==> src/verilog/config_word_pkg.sv <==
// Shared constants for the configuration word block
package config_word_pkg;

  // Widths
  localparam int ADDR_W    = 16;
  localparam int WORD_W    = 14;
  localparam int CFG_W     = 16;
  localparam int PAYLOAD_W = 8;
  localparam int NUM_CFG   = 5;
  localparam int NUM_UID   = 4;

  // Address map
  localparam logic [15:0] UID_BASE    = 16'h8000;
  localparam logic [15:0] UID_LAST    = 16'h8003;
  localparam logic [15:0] REV_ID_ADDR = 16'h8005;
  localparam logic [15:0] DEV_ID_ADDR = 16'h8006;
  localparam logic [15:0] CFG_BASE    = 16'h8007;
  localparam logic [15:0] CFG_LAST    = 16'h800B;
  localparam logic [15:0] EE_BASE     = 16'hF000;
  localparam logic [15:0] EE_LAST     = 16'hF0FF;

  // Sampling walk over the low nibble of 0x8000..0x800B
  localparam logic [11:0] SAMPLE_PAGE = 12'h800;
  localparam logic [3:0]  SAMPLE_LAST = 4'hB;
  localparam logic [3:0]  UID_LAST_IDX = 4'h3;
  localparam logic [3:0]  CFG_FIRST_IDX = 4'h7;

  // Identity words, values arbitrary
  localparam logic [13:0] DEV_ID_VALUE = 14'h0A5C;
  localparam logic [13:0] REV_ID_VALUE = 14'h0042;

  // Oscillator configuration word fields
  localparam int FCM_BIT       = 13;
  localparam int ANALOG_SUPPLY_RANGE_SEL_BIT     = 12;
  localparam int CSW_BIT       = 11;
  localparam int CLOCK_OUTPUT_PIN_BIT    = 8;
  localparam int BOOT_OSC_LSB  = 4;
  localparam int EXT_MODE_LSB  = 0;
  localparam logic [15:0] OSC_CFG_MASK = 16'h3977;
  localparam logic [15:0] WORD_MASK    = 16'h3FFF;
  localparam logic [15:0] ERASED_WORD  = 16'hFFFF;

  // Protection fields
  localparam logic [2:0] GUARD_CFG     = 3'h4;
  localparam int         FLASH_GUARD_BIT  = 0;
  localparam int         EEPROM_GUARD_BIT = 1;
  localparam logic [2:0] WR_GUARD_CFG  = 3'h3;
  localparam int         BLOCK_MSB     = 14;
  localparam int         BLOCK_LSB     = 13;
  localparam int         ERASE_CLR_PROT_BIT = 4;

  // Boot oscillator codes
  localparam logic [2:0] BOOT_EXT      = 3'h7;
  localparam logic [2:0] BOOT_FAST_1M  = 3'h6;
  localparam logic [2:0] BOOT_SLOW     = 3'h5;
  localparam logic [2:0] BOOT_SECOND   = 3'h4;
  localparam logic [2:0] BOOT_EXT_PLL  = 3'h2;
  localparam logic [2:0] BOOT_FAST_16M = 3'h1;
  localparam logic [2:0] BOOT_FAST_32M = 3'h0;

  // External oscillator mode codes
  localparam logic [2:0] EXT_CLK_HIGH  = 3'h7;
  localparam logic [2:0] EXT_CLK_LOW   = 3'h5;
  localparam logic [2:0] EXT_OFF       = 3'h4;
  localparam logic [2:0] EXT_XTAL_HS   = 3'h2;
  localparam logic [2:0] EXT_XTAL_MID  = 3'h1;
  localparam logic [2:0] EXT_XTAL_32K  = 3'h0;

  // Fast oscillator frequency and post divider codes
  localparam logic [1:0] FRQ_4M  = 2'h0;
  localparam logic [1:0] FRQ_16M = 2'h1;
  localparam logic [1:0] FRQ_32M = 2'h2;
  localparam logic [3:0] DIV_1   = 4'h0;
  localparam logic [3:0] DIV_4   = 4'h2;

endpackage

==> src/verilog/config_sampler.sv <==
// Walks the nonvolatile configuration area once after reset
`timescale 1ns/1ps
`default_nettype none
module config_sampler (
  // Clock and reset
  input  wire logic        ref_clk,
  input  wire logic        rst_n,
  input  wire logic        clk_en,
  // Nonvolatile read port
  output logic             nv_rd_req,
  output logic [15:0]      nv_rd_addr,
  input  wire logic [15:0] nv_rd_data,
  // Captured words
  output logic             cap_valid,
  output logic [3:0]       cap_index,
  output logic [15:0]      cap_data,
  output logic             sample_done
);

  typedef enum logic [1:0] {st_walk, st_drain, st_done} state_type;

  state_type  state;
  logic [3:0] walk_idx;
  logic       rd_pend;
  logic [3:0] pend_idx;

  assign nv_rd_req  = (state == st_walk);
  assign nv_rd_addr = {config_word_pkg::SAMPLE_PAGE, walk_idx};

  always_ff @(posedge ref_clk or negedge rst_n) begin
    if (!rst_n) begin
      state    <= st_walk;
      walk_idx <= 4'h0;
    end else if (clk_en) begin
      unique case (state)
        st_walk: begin
          if (walk_idx == config_word_pkg::SAMPLE_LAST) begin
            state <= st_drain;
          end else begin
            walk_idx <= walk_idx + 4'h1;
          end
        end
        st_drain: begin
          if (!rd_pend && !cap_valid) begin
            state <= st_done;
          end
        end
        st_done: begin
          state <= st_done;
        end
      endcase
    end
  end

  // Read data arrives one cycle after the request
  always_ff @(posedge ref_clk or negedge rst_n) begin
    if (!rst_n) begin
      rd_pend   <= 1'b0;
      pend_idx  <= 4'h0;
      cap_valid <= 1'b0;
      cap_index <= 4'h0;
      cap_data  <= 16'h0000;
    end else if (clk_en) begin
      rd_pend   <= nv_rd_req;
      pend_idx  <= walk_idx;
      cap_valid <= rd_pend;
      cap_index <= pend_idx;
      cap_data  <= nv_rd_data;
    end
  end

  assign sample_done = (state == st_done);

endmodule // config_sampler
`default_nettype wire

==> src/verilog/clock_output_pin_ctrl.sv <==
// Clock output pin: Fosc/4 or plain I/O
`timescale 1ns/1ps
`default_nettype none
module clock_output_pin_ctrl (
  // Clock and reset
  input  wire logic ref_clk,
  input  wire logic rst_n,
  input  wire logic clk_en,
  // Control
  input  wire logic cycle_clock_output_n,
  input  wire logic gpio_out,
  input  wire logic gpio_oe,
  output logic      gpio_in,
  // Pin
  input  wire logic pin_in,
  output logic      pin_out,
  output logic      pin_oe
);

  logic [1:0] div_cnt;
  logic       pin_meta;
  logic       pin_sync;
  logic       out_q;
  logic       oe_q;

  always_ff @(posedge ref_clk or negedge rst_n) begin
    if (!rst_n) begin
      div_cnt <= 2'h0;
    end else if (clk_en) begin
      div_cnt <= div_cnt + 2'h1;
    end
  end

  always_ff @(posedge ref_clk or negedge rst_n) begin
    if (!rst_n) begin
      out_q <= 1'b0;
      oe_q  <= 1'b0;
    end else if (clk_en) begin
      out_q <= cycle_clock_output_n ? gpio_out : div_cnt[1];
      oe_q  <= cycle_clock_output_n ? gpio_oe : 1'b1;
    end
  end

  always_ff @(posedge ref_clk or negedge rst_n) begin
    if (!rst_n) begin
      pin_meta <= 1'b0;
      pin_sync <= 1'b0;
    end else if (clk_en) begin
      pin_meta <= pin_in;
      pin_sync <= pin_meta;
    end
  end

  assign pin_out = out_q;
  assign pin_oe  = oe_q;
  assign gpio_in = pin_sync;

endmodule // clock_output_pin_ctrl
`default_nettype wire

==> src/verilog/config_word_protection.sv <==
// Configuration words, identity words and memory protection
// What this block does
// - Five configuration words live at 0x8007 to 0x800B.
// - Protected flash and EEPROM read as zero by the programmer.
// - Protected memory refuses programmer writes until a bulk erase with payload bit 4 set or a programmer write to the guard word at 0x800B.
// - Running software reads and writes memory regardless of code protection.
// - User IDs and configuration words stay programmable and readable always.
// - Bulk erase with payload bit 4 set clears protection and erases all.
// - Self-writes into guarded program blocks are blocked, others allowed.
// - Four user_ident_word0 words at 8000h-8003h, read and write by software.
// - 14-bit identity words at 8006h and 8005h, read only.
// - Clock failure monitor follows bit 13 of the oscillator word.
// - Analog range bit picks the 2.3-5.5V or 1.8-3.6V calibration.
// - Oscillator switch writes take effect only while the permit is one.
// - Clock output bit zero drives Fosc/4, one gives plain I/O.
// - Boot oscillator field loads current and next oscillator at power-up.
// - External mode field selects high, low external clock or off.
// - Unimplemented configuration bits read as zero.
// - External codes 010, 001, 000 select crystal ranges.
`timescale 1ns/1ps
`default_nettype none
module config_word_protection (
  // Clock and reset
  input  wire logic        ref_clk,
  input  wire logic        rst_n,
  input  wire logic        clk_en,
  // Nonvolatile sampling port
  output logic             nv_rd_req,
  output logic [15:0]      nv_rd_addr,
  input  wire logic [15:0] nv_rd_data,
  // Programmer port
  input  wire logic        prog_req,
  input  wire logic        prog_we,
  input  wire logic [15:0] prog_addr,
  input  wire logic [13:0] prog_wdata,
  input  wire logic        prog_erase,
  input  wire logic [7:0]  prog_payload,
  output logic             prog_ready,
  output logic             prog_ack,
  output logic             prog_refused,
  output logic [13:0]      prog_rdata,
  // Running software port
  input  wire logic        cpu_req,
  input  wire logic        cpu_we,
  input  wire logic [15:0] cpu_addr,
  input  wire logic [13:0] cpu_wdata,
  output logic             cpu_ready,
  output logic             cpu_ack,
  output logic             cpu_refused,
  output logic [13:0]      cpu_rdata,
  // Memory array port
  output logic             mem_req,
  output logic             mem_we,
  output logic [15:0]      mem_addr,
  output logic [13:0]      mem_wdata,
  input  wire logic [13:0] mem_rdata,
  output logic             mem_bulk_erase,
  // Oscillator switch requests from software
  input  wire logic        sw_osc_wr,
  input  wire logic [2:0]  sw_next_osc,
  input  wire logic [3:0]  sw_next_div,
  // Decoded settings
  output logic             config_ready,
  output logic [2:0]       current_osc_select,
  output logic [2:0]       next_osc_select,
  output logic [3:0]       next_clock_divider,
  output logic [1:0]       fast_osc_freq_sel,
  output logic             pll_x4_on,
  output logic [2:0]       external_osc_mode,
  output logic             ext_clock_high,
  output logic             ext_clock_low,
  output logic             high_speed_crystal,
  output logic             mid_range_crystal,
  output logic             watch_crystal,
  output logic             off_chip_osc_on,
  output logic             clock_failure_monitor_on,
  output logic             analog_supply_range_sel,
  output logic             osc_switch_permit,
  // Clock output pin
  input  wire logic        gpio_out,
  input  wire logic        gpio_oe,
  output logic             gpio_in,
  input  wire logic        clock_output_pin_in,
  output logic             clock_output_pin_out,
  output logic             clock_output_pin_oe
);

  // Address decoding
  function automatic logic is_flash(input logic [15:0] a);
    return a < config_word_pkg::UID_BASE;
  endfunction

  function automatic logic is_eeprom(input logic [15:0] a);
    return (a >= config_word_pkg::EE_BASE) && (a <= config_word_pkg::EE_LAST);
  endfunction

  function automatic logic is_uid(input logic [15:0] a);
    return (a >= config_word_pkg::UID_BASE) && (a <= config_word_pkg::UID_LAST);
  endfunction

  function automatic logic is_cfg(input logic [15:0] a);
    return (a >= config_word_pkg::CFG_BASE) && (a <= config_word_pkg::CFG_LAST);
  endfunction

  function automatic logic [15:0] cfg_mask(input logic [2:0] i);
    return (i == 3'h0) ? config_word_pkg::OSC_CFG_MASK : config_word_pkg::WORD_MASK;
  endfunction

  // Sampled storage
  logic [15:0] cfg_word [config_word_pkg::NUM_CFG];
  logic [13:0] uid_word [config_word_pkg::NUM_UID];
  logic [15:0] osc_word;

  // Sampler outputs
  logic        cap_valid;
  logic [3:0]  cap_index;
  logic [15:0] cap_data;
  logic        sample_done;

  // Stage one
  logic        s1_valid;
  logic        s1_prog;
  logic        s1_refuse;
  logic        s1_zero;
  logic        s1_mem_rd;
  logic [13:0] s1_idata;

  // Request selection
  logic        sel_prog;
  logic        take_erase;
  logic        take_acc;
  logic        take_any;
  logic [15:0] req_addr;
  logic        req_we;
  logic [13:0] req_wdata;
  logic        req_flash;
  logic        req_ee;
  logic        req_uid;
  logic        req_cfg;
  logic        req_id;
  logic [2:0]  req_cfg_idx;
  logic [1:0]  req_uid_idx;
  logic        flash_guard;
  logic        eeprom_guard;
  logic        block_wr_ok;
  logic        erase_all;
  logic        req_refuse;
  logic        req_zero;
  logic        req_mem;
  logic [13:0] req_idata;
  logic [2:0]  cap_cfg_idx;
  logic [2:0]  boot_code;
  logic [15:0] cfg_rd_word;

  config_sampler u_sampler (
    .ref_clk     (ref_clk),
    .rst_n       (rst_n),
    .clk_en      (clk_en),
    .nv_rd_req   (nv_rd_req),
    .nv_rd_addr  (nv_rd_addr),
    .nv_rd_data  (nv_rd_data),
    .cap_valid   (cap_valid),
    .cap_index   (cap_index),
    .cap_data    (cap_data),
    .sample_done (sample_done)
  );

  clock_output_pin_ctrl u_clock_output_pin (
    .ref_clk              (ref_clk),
    .rst_n                (rst_n),
    .clk_en               (clk_en),
    .cycle_clock_output_n (osc_word[config_word_pkg::CLOCK_OUTPUT_PIN_BIT]),
    .gpio_out             (gpio_out),
    .gpio_oe              (gpio_oe),
    .gpio_in              (gpio_in),
    .pin_in               (clock_output_pin_in),
    .pin_out              (clock_output_pin_out),
    .pin_oe               (clock_output_pin_oe)
  );

  // Handshake
  assign config_ready = sample_done;
  assign prog_ready   = sample_done && !s1_valid;
  assign cpu_ready    = prog_ready && !prog_req && !prog_erase;
  assign take_erase   = prog_erase && prog_ready;
  assign sel_prog     = prog_req || prog_erase;
  assign take_acc     = (prog_req && prog_ready && !prog_erase) || (cpu_req && cpu_ready);
  assign take_any     = take_erase || take_acc;

  // Request decode
  assign req_addr    = sel_prog ? prog_addr : cpu_addr;
  assign req_we      = sel_prog ? prog_we : cpu_we;
  assign req_wdata   = sel_prog ? prog_wdata : cpu_wdata;
  assign req_flash   = is_flash(req_addr);
  assign req_ee      = is_eeprom(req_addr);
  assign req_uid     = is_uid(req_addr);
  assign req_cfg     = is_cfg(req_addr);
  assign req_id      = (req_addr == config_word_pkg::REV_ID_ADDR) || (req_addr == config_word_pkg::DEV_ID_ADDR);
  assign req_cfg_idx = 3'(req_addr[3:0] - config_word_pkg::CFG_FIRST_IDX);
  assign req_uid_idx = req_addr[1:0];

  // Protection state
  assign flash_guard  = !cfg_word[config_word_pkg::GUARD_CFG][config_word_pkg::FLASH_GUARD_BIT];
  assign eeprom_guard = !cfg_word[config_word_pkg::GUARD_CFG][config_word_pkg::EEPROM_GUARD_BIT];
  assign block_wr_ok  = cfg_word[config_word_pkg::WR_GUARD_CFG][req_addr[config_word_pkg::BLOCK_MSB:
                                                                          config_word_pkg::BLOCK_LSB]];
  assign erase_all    = prog_payload[config_word_pkg::ERASE_CLR_PROT_BIT];

  assign req_refuse = prog_erase ? (!erase_all && (flash_guard || eeprom_guard)) :
                      req_flash  ? (req_we && (sel_prog ? flash_guard : !block_wr_ok)) :
                      req_ee     ? (req_we && sel_prog && eeprom_guard) :
                      req_uid    ? 1'b0 :
                      req_id     ? req_we :
                      req_cfg    ? (req_we && !sel_prog) :
                      1'b1;
  assign req_zero   = sel_prog && !req_we && ((req_flash && flash_guard) || (req_ee && eeprom_guard));
  assign req_mem    = !prog_erase && (req_flash || req_ee) && !req_refuse;

  // Internal read data
  assign cfg_rd_word = cfg_word[req_cfg_idx] & cfg_mask(req_cfg_idx);
  assign req_idata = req_uid ? uid_word[req_uid_idx] :
                     (req_addr == config_word_pkg::REV_ID_ADDR) ? config_word_pkg::REV_ID_VALUE :
                     (req_addr == config_word_pkg::DEV_ID_ADDR) ? config_word_pkg::DEV_ID_VALUE :
                     req_cfg ? cfg_rd_word[13:0] :
                     14'h0000;

  // Sampled word bookkeeping
  assign cap_cfg_idx = 3'(cap_index - config_word_pkg::CFG_FIRST_IDX);

  always_ff @(posedge ref_clk or negedge rst_n) begin
    if (!rst_n) begin
      for (int i = 0; i < config_word_pkg::NUM_CFG; i++) begin
        cfg_word[i] <= config_word_pkg::ERASED_WORD;
      end
    end else if (clk_en) begin
      if (cap_valid && cap_index >= config_word_pkg::CFG_FIRST_IDX) begin
        cfg_word[cap_cfg_idx] <= cap_data & cfg_mask(cap_cfg_idx);
      end else if (take_erase && erase_all) begin
        for (int i = 0; i < config_word_pkg::NUM_CFG; i++) begin
          cfg_word[i] <= config_word_pkg::ERASED_WORD & cfg_mask(3'(i));
        end
      end else if (take_acc && req_cfg && req_we && !req_refuse) begin
        cfg_word[req_cfg_idx] <= {2'b00, req_wdata} & cfg_mask(req_cfg_idx);
      end
    end
  end

  always_ff @(posedge ref_clk or negedge rst_n) begin
    if (!rst_n) begin
      for (int i = 0; i < config_word_pkg::NUM_UID; i++) begin
        uid_word[i] <= config_word_pkg::ERASED_WORD[13:0];
      end
    end else if (clk_en) begin
      if (cap_valid && cap_index <= config_word_pkg::UID_LAST_IDX) begin
        uid_word[cap_index[1:0]] <= cap_data[13:0];
      end else if (take_erase && erase_all) begin
        for (int i = 0; i < config_word_pkg::NUM_UID; i++) begin
          uid_word[i] <= config_word_pkg::ERASED_WORD[13:0];
        end
      end else if (take_acc && req_uid && req_we) begin
        uid_word[req_uid_idx] <= req_wdata;
      end
    end
  end

  // Oscillator word is taken only while sampling
  always_ff @(posedge ref_clk or negedge rst_n) begin
    if (!rst_n) begin
      osc_word <= config_word_pkg::ERASED_WORD & config_word_pkg::OSC_CFG_MASK;
    end else if (clk_en && cap_valid && cap_index == config_word_pkg::CFG_FIRST_IDX) begin
      osc_word <= cap_data & config_word_pkg::OSC_CFG_MASK;
    end
  end

  // Oscillator selections
  assign boot_code = cap_data[config_word_pkg::BOOT_OSC_LSB +: 3];

  always_ff @(posedge ref_clk or negedge rst_n) begin
    if (!rst_n) begin
      current_osc_select <= config_word_pkg::BOOT_EXT;
      next_osc_select    <= config_word_pkg::BOOT_EXT;
      next_clock_divider <= config_word_pkg::DIV_1;
    end else if (clk_en) begin
      if (cap_valid && cap_index == config_word_pkg::CFG_FIRST_IDX) begin
        current_osc_select <= boot_code;
        next_osc_select    <= boot_code;
        next_clock_divider <= (boot_code == config_word_pkg::BOOT_FAST_1M) ? config_word_pkg::DIV_4 :
                              config_word_pkg::DIV_1;
      end else if (sw_osc_wr && osc_switch_permit && sample_done) begin
        next_osc_select    <= sw_next_osc;
        next_clock_divider <= sw_next_div;
      end
    end
  end

  assign fast_osc_freq_sel = (current_osc_select == config_word_pkg::BOOT_FAST_32M) ? config_word_pkg::FRQ_32M :
                             (current_osc_select == config_word_pkg::BOOT_FAST_16M) ? config_word_pkg::FRQ_16M :
                             config_word_pkg::FRQ_4M;
  assign pll_x4_on         = (current_osc_select == config_word_pkg::BOOT_EXT_PLL);

  // External oscillator mode
  assign external_osc_mode  = osc_word[config_word_pkg::EXT_MODE_LSB +: 3];
  assign ext_clock_high     = (external_osc_mode == config_word_pkg::EXT_CLK_HIGH);
  assign ext_clock_low      = (external_osc_mode == config_word_pkg::EXT_CLK_LOW);
  assign high_speed_crystal = (external_osc_mode == config_word_pkg::EXT_XTAL_HS);
  assign mid_range_crystal  = (external_osc_mode == config_word_pkg::EXT_XTAL_MID);
  assign watch_crystal      = (external_osc_mode == config_word_pkg::EXT_XTAL_32K);
  assign off_chip_osc_on    = ext_clock_high || ext_clock_low || high_speed_crystal ||
                              mid_range_crystal || watch_crystal;

  // Single-bit settings
  assign clock_failure_monitor_on = osc_word[config_word_pkg::FCM_BIT];
  assign analog_supply_range_sel  = osc_word[config_word_pkg::ANALOG_SUPPLY_RANGE_SEL_BIT];
  assign osc_switch_permit        = osc_word[config_word_pkg::CSW_BIT];

  // Stage one and memory request
  always_ff @(posedge ref_clk or negedge rst_n) begin
    if (!rst_n) begin
      s1_valid  <= 1'b0;
      s1_prog   <= 1'b0;
      s1_refuse <= 1'b0;
      s1_zero   <= 1'b0;
      s1_mem_rd <= 1'b0;
      s1_idata  <= 14'h0000;
    end else if (clk_en) begin
      s1_valid  <= take_any;
      s1_prog   <= sel_prog;
      s1_refuse <= req_refuse;
      s1_zero   <= req_zero;
      s1_mem_rd <= req_mem && !req_we;
      s1_idata  <= req_idata;
    end
  end

  always_ff @(posedge ref_clk or negedge rst_n) begin
    if (!rst_n) begin
      mem_req        <= 1'b0;
      mem_we         <= 1'b0;
      mem_addr       <= 16'h0000;
      mem_wdata      <= 14'h0000;
      mem_bulk_erase <= 1'b0;
    end else if (clk_en) begin
      mem_req        <= take_acc && req_mem;
      mem_we         <= take_acc && req_mem && req_we;
      mem_addr       <= req_addr;
      mem_wdata      <= req_wdata;
      mem_bulk_erase <= take_erase && !req_refuse;
    end
  end

  // Answers
  always_ff @(posedge ref_clk or negedge rst_n) begin
    if (!rst_n) begin
      prog_ack     <= 1'b0;
      prog_refused <= 1'b0;
      prog_rdata   <= 14'h0000;
      cpu_ack      <= 1'b0;
      cpu_refused  <= 1'b0;
      cpu_rdata    <= 14'h0000;
    end else if (clk_en) begin
      prog_ack    <= s1_valid && s1_prog;
      cpu_ack     <= s1_valid && !s1_prog;
      prog_refused <= s1_valid && s1_prog && s1_refuse;
      cpu_refused  <= s1_valid && !s1_prog && s1_refuse;
      if (s1_valid) begin
        if (s1_prog) begin
          prog_rdata <= s1_zero ? 14'h0000 : (s1_mem_rd ? mem_rdata : s1_idata);
        end else begin
          cpu_rdata <= s1_mem_rd ? mem_rdata : s1_idata;
        end
      end
    end
  end

endmodule // config_word_protection
`default_nettype wire

==> config.mk <==
export PLATFORM = sky130hd
export DESIGN_NAME = config_word_protection
export DESIGN_NICKNAME = d
export VERILOG_FILES = /design/src/verilog/config_word_pkg.sv /design/src/verilog/config_sampler.sv /design/src/verilog/clock_output_pin_ctrl.sv /design/src/verilog/config_word_protection.sv
export SDC_FILE = /design/constraint.sdc
export NUM_CORES = 1
export LEC_CHECK = 0
export BUFFER_PORTS_ARGS = -buffer_cell sky130_fd_sc_hd__buf_2
export CORE_MARGIN = 4
export CORE_UTILIZATION = 60
export DETAILED_ROUTE_END_ITERATION = 8
export PLACE_DENSITY = 0.94
export SLEW_MARGIN = 10
export SYNTH_ARGS = -nofsm -noshare
export SYNTH_HDL_FRONTEND = slang
export SYNTH_SLANG_ARGS = --single-unit
==> constraint.sdc <==
create_clock -name ref_clk -period 6.7 [get_ports ref_clk]
set_input_delay 2.01 -clock ref_clk [delete_from_list [all_inputs] [get_ports ref_clk]]
set_output_delay 2.01 -clock ref_clk [all_outputs]
set_load 0.05 [all_outputs]
==> results of run 1 <==
state kept, by name, indices dropped and copies added, names as in the netlist, 2 cells and up:
name / flops
uid_word: 56
u_clock_output_pin.div_cnt: 2
u_sampler.cap_data: 14
cfg_word: 70
osc_word: 7
s1_idata: 14
u_sampler.walk_idx: 4
cpu_rdata: 14
next_clock_divider: 4
mem_addr: 16
u_sampler.pend_idx: 4
current_osc_select: 3
u_sampler.state: 2
mem_wdata: 14
u_sampler.cap_index: 4
prog_rdata: 14
next_osc_select: 3
area by class of cell:
| cell class | instances | area [um2] |
|---|---|---|
| antenna | 1 | 2.50 |
| clock buffer | 37 | 786 |
| clock inverter | 15 | 193 |
| fill | 1336 | 6370 |
| inverter | 26 | 97.6 |
| multi-input combinational | 827 | 6110 |
| sequential | 263 | 6760 |
| tap | 280 | 350 |
| timing repair buffer | 229 | 1220 |
power by group through the flow:
stage	Clock, mW	Sequential [mW]	Combinational (mW)
after floorplan	0	3.13	1.47
after global placement	0	2.77	2.36
after detailed placement	0	2.82	2.46
after CTS	1.65	2.82	2.51
after global routing	1.72	2.90	2.69
final	1.65	2.85	2.56
through the flow:
step	instance area (um2)	cells	hold slack, ns	setup WS, ns
after global routing	15500	1677	0.485	1.43
after global placement	14500	1625	0.449	1.28
after detailed placement	14500	1625	0.459	1.17
final	15500	1678	0.472	1.50
after CTS	15500	1677	0.472	1.55
after floorplan	13400	1206	0.439	1.15
routing by layer:
layer / routed length, um / share of wire / up-vias / global-route usage
li1: - / - / 4670 / -
met2: 18700 / 0.47 / 905 / 0.511
met5: 13 / 0.00033 / - / 0
met1: 14000 / 0.35 / 5413 / 0.389
met4: 2310 / 0.058 / 2 / 0.157
met3: 4600 / 0.12 / 249 / 0.0839
cells by family (layout without fill, tap and decap cells):
| family | Yosys count | after routing | share of synthesized area |
|---|---|---|---|
| and+or+nand+nor | 316 | 316 | 0.108 |
| muxes | 205 | 205 | 0.187 |
| DFF | 263 | 263 | 0.505 |
| xor gates and xnor gates | 8 | 8 | 0.00580 |
| adders and majority gates | 12 | 12 | 0.0112 |
| other | 2 | 13 | 0.000561 |
| buffers and inverters | 116 | 307 | 0.0422 |
| AOI/OAI and AO/OA | 274 | 274 | 0.141 |
placed cells by master (no fill, tap or decap), types with 5 or more instances in the layout:
cell,count
nand3_1,19
a21oi_1,60
a22o_1,8
o2bb2ai_1,10
o21ai_0,61
nor4_1,7
o22ai_1,7
a211oi_1,5
nor2_1,98
conb_1,12
inv_1,25
mux2_2,93
nand2b_1,9
mux2_4,30
a21o_1,5
xnor2_1,5
a31oi_1,42
ha_1,12
nand2_1,123
nor3_1,8
buf_2,206
clkbuf_1,5
clkbuf_16,29
o31ai_1,26
buf_4,21
dfstp_2,139
clkinv_2,7
mux4_2,12
mux2_1,20
mux2i_1,49
dfrtp_1,124
and3_1,13
worst paths after layout:
path,from,endpoint,slack (ns)
max,prog_erase,cfg_word[51]$_DFFE_PN1P_,1.50
min,uid_word[7]$_DFFE_PN1P_,uid_word[7]$_DFFE_PN1P_,0.47
max reg2reg,u_sampler.state[0]$_DFFE_PN0P_,uid_word[3]$_DFFE_PN1P_,3.10
min reg2reg,uid_word[7]$_DFFE_PN1P_,uid_word[7]$_DFFE_PN1P_,0.47
max in group asynchronous,rst_n,s1_idata[9]$_DFFE_PN0P_,3.89
min in group asynchronous,rst_n,mem_addr[5]$_DFFE_PN0P_,1.60
worst register-to-register path, stage by stage, from the launching register on:
cell and delay (ns):
dfrtp_1 0.40, inv_1 0.11, ha_1 0.35, nand2b_1 0.15, inv_1 0.17, nand3_1 0.56, nand2_1 0.47, o22a_1 0.21
nand3_2 0.48, o41ai_1 0.59
==> flow_metrics.py, run 1 <==
metrics = {
    "finish": {
        "area_delta_synth_final_pct": 15.9,
        "fin_util": 0.709,
        "drive_above_1_share": 0.414,
        "finalNetCount": 1504,
    },
    "sta": {
        "min_period_ns": 5.20,
        "drv_slew": 0,
        "setup_viol_count_final": 0,
        "grt_setup_unrepaired": "false",
        "fin_skew_ns": 0.0117,
        "fmax_ghz": 0.192,
        "fin_crit_sh": 0.776,
        "slew_headroom": 0.195,
        "fin_tns_setup_ns": 0,
        "hold_viol_final": 0,
        "worst_slew_pin_slew_ns": 1.20,
    },
    "logic_synthesis": {
        "yosysWarningCount": 0,
        "yosys-top-cells-area": "dfstp_2, dfrtp_1, mux2_2, mux2i_1, nand2_1",
        "synth_top_area_cell": "dfstp_2",
        "synth_enable_flop_cells": 0,
        "synth_most_common_cell": "dfstp_2",
        "synth_top_flop_cell": "dfstp_2",
        "syn_inst": 1196,
        "synth_seq_area_share": 0.505,
        "synth_common_cells": "dfstp_2, dfrtp_1, nand2_1",
        "synth_top_cell_area_share": 0.273,
        "synth-async-reset-ratio": 1.00,
        "ys_types": 81,
        "syn_area_per_cell_um2": 11.2,
        "synth_area_um2": 13400,
        "ys_ff_latch": 263,
    },
    "clock_tree": {
        "cts.sinks": 263,
        "cts-buffers-inserted": 28,
        "cts_tree": "yes",
        "clockBufferDepth": 3,
        "htreeDepth": 1,
        "postCtsSetupRepairBufs": 0,
        "clock_latency_ns": 0.55,
        "cts_hold_buf": 0,
        "clockRootBuffer": "clkbuf_16",
        "clkTransAtPathRegs_ns": 0.06,
        "cts.repair.resized": 0,
    },
    "worst_setup_path": {
        "crit_path_start_kind": "input port",
        "worstPathCellList": "buf_2 > or2_1 > mux2_2 > ha_1 > nor2_1 > nor4_1 > nor3b_1 > o211ai_2 > a21oi_4 > o32ai_4 > buf_4 > mux2_2",
        "setup.worst_path.end_class": "register",
        "critPathRequiredTime_ns": 7.17,
        "critPathKind": "in -> reg",
        "cp_slowest_stage_delay_ns": 0.64,
        "crit_buf_inv": 2,
        "slowest_stage": "mux2_2",
        "reg2regPathDepth": 9,
        "arrival_ns": 5.67,
        "cpMostUsedCell": "mux2_2",
        "crit_family": "multiplexers",
        "cp.depth": 12,
        "path_max_fanout": 20,
    },
    "hold_path": {
        "holdPathStages": 2,
        "hp-class": "reg -> reg",
    },
    "route": {
        "drc": 0,
        "vias_per_cell": 6.70,
        "drt_first_pass_iters": 7,
        "routedWlPerCell_um": 23.6,
        "wl_mm": 39.6,
        "ant_nets": 0,
        "drtIter0Drc": 1469,
        "vias": 11200,
    },
    "power_and_ir_drop": {
        "seqPwrFrac": 0.404,
        "p_leak_nw": 6.81,
        "p_int_mw": 4.37,
        "p_clk_frac": 0.234,
        "combPwrFrac": 0.362,
        "ir_worst_vdd_uv": 322,
        "power_mw": 7.05,
        "sw_frac_of_total": 0.381,
        "power_density_nw_per_um2": 455,
        "p_switching_mw": 2.69,
    },
    "floorplanning": {
        "core_um2": 21900,
        "die_width_um": 157,
        "rows": 54,
        "die_y_um": 157,
        "ios": 230,
        "die_area_um2": 24800,
        "initial_utilization": 0.612,
    },
    "place": {
        "port_buffers": 208,
        "dp_hpwl_mm": 25.8,
        "globalplace.congestion": 0.921,
    },
    "grt": {
        "grt_usage": 0.314,
        "grt_pass1_vias": 11400,
        "grt_overflow": 0,
        "grt_pass1_wl_mm": 62.0,
        "grt_max_degree": 145,
        "antenna_found_initial": 2,
    },
    "flow_run": {
        "maxCapViolCount": 0,
    },
    "outcome": {
        "status": "finished clean",
    },
}
(Power assumes the default switching activity.)
==> run 2: changes to the inputs <==
--- a/config.mk
+++ b/config.mk
@@ -7,9 +7,9 @@
 export LEC_CHECK = 0
 export BUFFER_PORTS_ARGS = -buffer_cell sky130_fd_sc_hd__buf_2
 export CORE_MARGIN = 4
-export CORE_UTILIZATION = 60
+export CORE_UTILIZATION = 51
 export DETAILED_ROUTE_END_ITERATION = 8
-export PLACE_DENSITY = 0.94
+export PLACE_DENSITY = 0.85
 export SLEW_MARGIN = 10
 export SYNTH_ARGS = -nofsm -noshare
 export SYNTH_HDL_FRONTEND = slang
==> constraint.sdc (replaced) <==
create_clock -name ref_clk -period 4.2 [get_ports ref_clk]
set_input_delay 1.26 -clock ref_clk [delete_from_list [all_inputs] [get_ports ref_clk]]
set_output_delay 1.26 -clock ref_clk [all_outputs]
set_load 0.05 [all_outputs]
==> run 2 against run 1 <==
Against the previous run: clock skew is essentially flat; sequential cell count is the same; first-iteration DRC count shrank 33%; critical path type unchanged; largest power group unchanged.
==> flow_metrics.py, run 2 (same netlist as run 1, synthesis figures left out) <==
metrics = {
    "outcome": {
        "status": "finished clean",
    },
    "power_and_ir_drop": {
        "p_leak_nw": 6.95,
        "power_density_nw_per_um2": 699,
        "ir_worst_vdd_uv": 524,
    },
    "clock_tree": {
        "clkTransAtPathRegs_ns": 0.06,
        "htreeDepth": 1,
        "clock_latency_ns": 0.54,
        "cts_hold_buf": 0,
        "cts.repair.resized": 0,
        "clockRootBuffer": "clkbuf_16",
        "cts-buffers-inserted": 27,
        "cts_tree": "yes",
        "clockBufferDepth": 3,
        "postCtsSetupRepairBufs": 0,
        "cts.sinks": 263,
    },
    "route": {
        "wl_mm": 37.0,
        "vias_per_cell": 6.05,
        "vias": 10600,
        "drc": 0,
        "routedWlPerCell_um": 21.1,
        "drtIter0Drc": 986,
        "drt_first_pass_iters": 8,
        "ant_nets": 0,
    },
    "worst_setup_path": {
        "critPathRequiredTime_ns": 4.66,
        "critPathKind": "in -> reg",
        "path_max_fanout": 14,
        "crit_path_start_kind": "input port",
        "arrival_ns": 4.28,
        "setup.worst_path.end_class": "register",
    },
    "place": {
        "place_ws_ns": -0.0933,
        "dp_hpwl_mm": 25.7,
        "port_buffers": 208,
        "globalplace.congestion": 0.876,
        "placed_area_um2": 14900,
    },
    "sta": {
        "fin_ws_ns": 0.387,
        "worst_slew_pin_slew_ns": 1.12,
        "fmax_ghz": 0.262,
        "grt_setup_unrepaired": "false",
        "drv_slew": 0,
        "hold_viol_final": 0,
        "min_period_ns": 3.81,
        "setup_viol_count_final": 0,
        "fin_skew_ns": 0.0112,
        "holdWs_ns": 0.463,
        "fin_crit_sh": 0.908,
        "fin_tns_setup_ns": 0,
        "slew_headroom": 0.252,
    },
    "grt": {
        "grt_overflow": 0,
        "grt_pass1_wl_mm": 58.6,
        "grt_max_degree": 115,
        "grt_usage": 0.251,
        "antenna_found_initial": 2,
        "grt_pass1_vias": 10800,
    },
    "floorplanning": {
        "die_y_um": 170,
        "rows": 59,
        "initial_utilization": 0.517,
        "ios": 230,
        "core_um2": 25900,
        "die_area_um2": 28900,
        "die_width_um": 170,
    },
    "finish": {
        "n_antenna_cell": 0,
        "finalNetCount": 1530,
        "drive_above_1_share": 0.428,
        "multi_input_area_um2": 6140,
        "largest_register_ffs": 70,
        "final_cell_mix": "buf_2, dfstp_2, dfrtp_1",
        "area_delta_synth_final_pct": 18.5,
        "fin_area_um2": 15900,
        "fillers": 1926,
        "reg.largest.list": "cfg_word (70), uid_word (56), mem_addr (16)",
        "regMostFlops": "cfg_word",
        "final_common_cell": "buf_2",
        "regArea_um2": 6760,
    },
    "hold_path": {
        "hp-class": "reg -> reg",
    },
    "flow_run": {
        "maxCapViolCount": 0,
    },
}
[run 2: layout make-up]
type                       instances  area share
sequential                       263       0.426
clock inverter                    13     0.00923
tap                              335      0.0264
timing repair buffer             256      0.0939
clock buffer                      37      0.0507
multi-input combinational        827       0.387
inverter                          26     0.00631
[run 2: through the flow]
stage,total power [mW],utilization,cells
after floorplan,7.35,-,1206
after global placement,8.26,0.575,1707
after detailed placement,8.47,0.575,1707
after CTS,11.1,0.612,1757
after global routing,11.6,0.612,1757
final,11.1,0.612,1757
[run 2: critical path, stage by stage]
cell,delay (ns)
buf_2,0.13
or2_1,0.25
nand2_1,0.08
nand2_1,0.16
inv_2,0.10
ha_1,0.16
nor2_1,0.07
nor4_1,0.28
nor3b_1,0.11
o211ai_2,0.25
a21oi_4,0.07
buf_4,0.18
o22ai_2,0.75
mux2_2,0.42
[run 2: path summary, 6_finish.rpt]
path / start / to / slack [ns] / depth (start not counted)
min reg2reg: uid_word[48]$_DFFE_PN1P_ / uid_word[48]$_DFFE_PN1P_ / 0.46 / 2
max in group asynchronous: rst_n / uid_word[54]$_DFFE_PN1P_ / 2.61 / 2
min in group asynchronous: rst_n / prog_refused$_DFFE_PN0P_ / 0.67 / 1
max: prog_req / cfg_word[40]$_DFFE_PN1P_ / 0.39 / 14
max reg2reg: u_sampler.state[0]$_DFFE_PN0P_ / cfg_word[40]$_DFFE_PN1P_ / 0.57 / 10
min: uid_word[48]$_DFFE_PN1P_ / uid_word[48]$_DFFE_PN1P_ / 0.46 / 2
[run 2: per-layer routing]
layer / GRT usage / vias to the layer above / share of wire
met3: 0.0690 / 121 / 0.10
met4: 0.0958 / 4 / 0.037
met5: 0 / - / 0.00043
li1: - / 4719 / -
met1: 0.321 / 5245 / 0.39
met2: 0.410 / 534 / 0.47
[run 2: report_power, final]
group / internal [mW] / switching [mW] / leakage, nW
Combinational: 1.54 / 2.50 / 3.49
Clock: 1.52 / 1.03 / 0.478
Sequential: 3.89 / 0.605 / 2.98
==> run 3: changes to the inputs <==
--- a/config.mk
+++ b/config.mk
@@ -6,11 +6,13 @@
 export NUM_CORES = 1
 export LEC_CHECK = 0
 export BUFFER_PORTS_ARGS = -buffer_cell sky130_fd_sc_hd__buf_2
-export CORE_MARGIN = 4
+export CORE_MARGIN = 2
 export CORE_UTILIZATION = 51
 export DETAILED_ROUTE_END_ITERATION = 8
-export PLACE_DENSITY = 0.85
+export PLACE_DENSITY = 0.86
+export SETUP_SLACK_MARGIN = 0.3
 export SLEW_MARGIN = 10
 export SYNTH_ARGS = -nofsm -noshare
 export SYNTH_HDL_FRONTEND = slang
+export SYNTH_HIERARCHICAL = 1
 export SYNTH_SLANG_ARGS = --single-unit
==> run 3 against run 2 <==
Against the previous run: via count up 0.56%; count of clock-buffer cells in the layout up 4; combinational power down 9.7%; worst setup slack better by 0.062 ns; routed wire length up 0.45%; synthesized cell count up 0.75%; global-route usage up 2.3 points; critical path depth down 8; power down 4.5%; critical path type is now in -> out; highest routed layer is now met4.
==> flow_metrics.py, run 3 <==
metrics = {
    "finish": {
        "reg.largest.list": "cfg_word (70), uid_word (56), mem_addr (16)",
        "largest_register_ffs": 70,
        "area_delta_synth_final_pct": 19.0,
        "fin_area_um2": 15700,
        "final_common_cell": "buf_2",
        "fin_util": 0.620,
        "final_cell_mix": "buf_2, dfstp_2, nand2_1",
        "finalNetCount": 1534,
        "regMostFlops": "cfg_word",
        "drive_above_1_share": 0.404,
        "fillers": 1956,
    },
    "power_and_ir_drop": {
        "combPwrFrac": 0.345,
        "p_clk_frac": 0.249,
        "seqPwrFrac": 0.406,
        "p_int_mw": 6.57,
        "ir_worst_vdd_uv": 590,
        "p_switching_mw": 4.02,
        "power_density_nw_per_um2": 674,
        "p_leak_nw": 7.09,
        "sw_frac_of_total": 0.380,
    },
    "clock_tree": {
        "cts-buffers-inserted": 28,
        "clock_latency_ns": 0.56,
        "cts_hold_buf": 0,
        "clockRootBuffer": "clkbuf_16",
        "cts.repair.resized": 0,
        "cts_tree": "yes",
        "clkTransAtPathRegs_ns": 0.06,
        "clockBufferDepth": 3,
        "cts.sinks": 263,
        "htreeDepth": 1,
        "postCtsSetupRepairBufs": 0,
    },
    "route": {
        "drt_first_pass_iters": 5,
        "drtIter0Drc": 1116,
        "wl_mm": 37.2,
        "drc": 0,
        "routedWlPerCell_um": 21.2,
        "vias": 10700,
        "vias_per_cell": 6.08,
        "ant_nets": 0,
    },
    "sta": {
        "fin_ws_ns": 0.449,
        "drv_slew": 0,
        "setup_viol_count_final": 0,
        "grt_setup_unrepaired": "false",
        "fmax_ghz": 0.267,
        "slew_headroom": 0.237,
        "fin_skew_ns": 0.0313,
        "hold_viol_final": 0,
        "worst_slew_pin_slew_ns": 1.13,
        "min_period_ns": 3.75,
        "fin_tns_setup_ns": 0,
        "fin_crit_sh": 0.893,
    },
    "floorplanning": {
        "die_width_um": 165,
        "ios": 230,
        "core_um2": 25300,
        "initial_utilization": 0.521,
        "die_y_um": 165,
        "die_area_um2": 27200,
        "rows": 58,
    },
    "grt": {
        "gr-usage-met3": 0.0558,
        "antenna_found_initial": 2,
        "grt-busiest-layer": "met2",
        "gr-usage-met1": 0.369,
        "grt_pass1_vias": 10600,
        "grt_usage": 0.274,
        "met2_usage": 0.450,
        "grt_max_degree": 82,
        "grt_pass1_wl_mm": 58.6,
        "grt_overflow": 0,
    },
    "place": {
        "placed_area_um2": 14700,
        "port_buffers": 208,
        "place_ws_ns": 0.166,
        "globalplace.congestion": 0.950,
        "dp_hpwl_mm": 26.1,
    },
    "worst_setup_path": {
        "crit_family": "buffers and inverters",
        "reg2regPathDepth": 9,
        "critPathRequiredTime_ns": 2.94,
        "slowest_stage": "nor2_4",
        "cp.depth": 6,
        "path_max_fanout": 11,
        "crit_path_start_kind": "input port",
        "crit_buf_inv": 4,
        "critPathKind": "in -> out",
        "cp_slowest_stage_delay_ns": 0.27,
        "worstPathCellList": "buf_2 > buf_4 > nor2_4 > buf_4 > and2_4 > buf_2",
        "setup.worst_path.end_class": "primary output",
        "arrival_ns": 2.49,
    },
    "logic_synthesis": {
        "yosysWarningCount": 6,
        "syn_area_per_cell_um2": 11.0,
        "syn_inst": 1205,
        "synth_area_um2": 13200,
    },
    "flow_run": {
        "maxCapViolCount": 0,
    },
    "outcome": {
        "status": "finished clean",
    },
    "hold_path": {
        "hp-class": "reg -> reg",
        "holdPathStages": 2,
    },
}
==> run 3: through the flow <==
stage / hold WS [ns] / power [mW] / std cells
2_1_floorplan: 0.441 / 6.88 / 1215
3_3_place_gp: 0.448 / 7.72 / 1705
3_5_place_dp: 0.455 / 7.89 / 1705
4_1_cts: 0.464 / 10.6 / 1757
5_1_grt: 0.483 / 11.1 / 1757
6_report: 0.462 / 10.6 / 1758
==> run 3: cell type report <==
cell class / count / area (um2) / share of cell area
Antenna cell: 1 / 2.50 / 0.000159
Tap cell: 330 / 413 / 0.0263
Sequential cell: 263 / 6760 / 0.430
Multi-Input combinational cell: 823 / 5980 / 0.381
Clock buffer: 41 / 871 / 0.0554
Clock inverter: 11 / 135 / 0.00860
Timing Repair Buffer: 251 / 1400 / 0.0892
Inverter: 38 / 153 / 0.00971
==> run 3: worst paths after layout <==
kind	from	end	slack, ns
worst max-delay path	prog_req	cpu_ready	0.45
worst min-delay path	uid_word[15]$_DFFE_PN1P_	uid_word[15]$_DFFE_PN1P_	0.46
worst max register to register	u_sampler/state[0]$_DFFE_PN0P_	cfg_word[7]$_DFFE_PN1P_	0.51
worst min register to register	uid_word[15]$_DFFE_PN1P_	uid_word[15]$_DFFE_PN1P_	0.46
max in group asynchronous	rst_n	uid_word[18]$_DFFE_PN1P_	2.68
min in group asynchronous	rst_n	mem_addr[7]$_DFFE_PN0P_	0.65
==> run 3: power by group through the flow <==
stage	combinational (mW)	sequential, mW	clock (mW)
after floorplan	2.09	4.79	0
after detailed placement	3.59	4.30	0
after global placement	3.47	4.25	0
after global routing	3.90	4.39	2.78
final	3.65	4.30	2.64
after CTS	3.63	4.28	2.66
==> run 3: worst register-to-register path: stages (launching register included) <==
cell     delay, ns
dfrtp_1       0.40
inv_1         0.11
ha_1          0.35
nor2b_1       0.50
nand3_1       0.68
nor2_1        0.58
a31oi_1       0.14
o31ai_2       0.11
nand2_2       0.32
mux2_1        0.43
==> run 3: layer usage <==
layer | vias up | part of all wire
li1 | 4710 | -
met1 | 5298 | 0.41
met2 | 592 | 0.46
met3 | 83 | 0.096
met4 | 0 | 0.027
met5 | - | 0
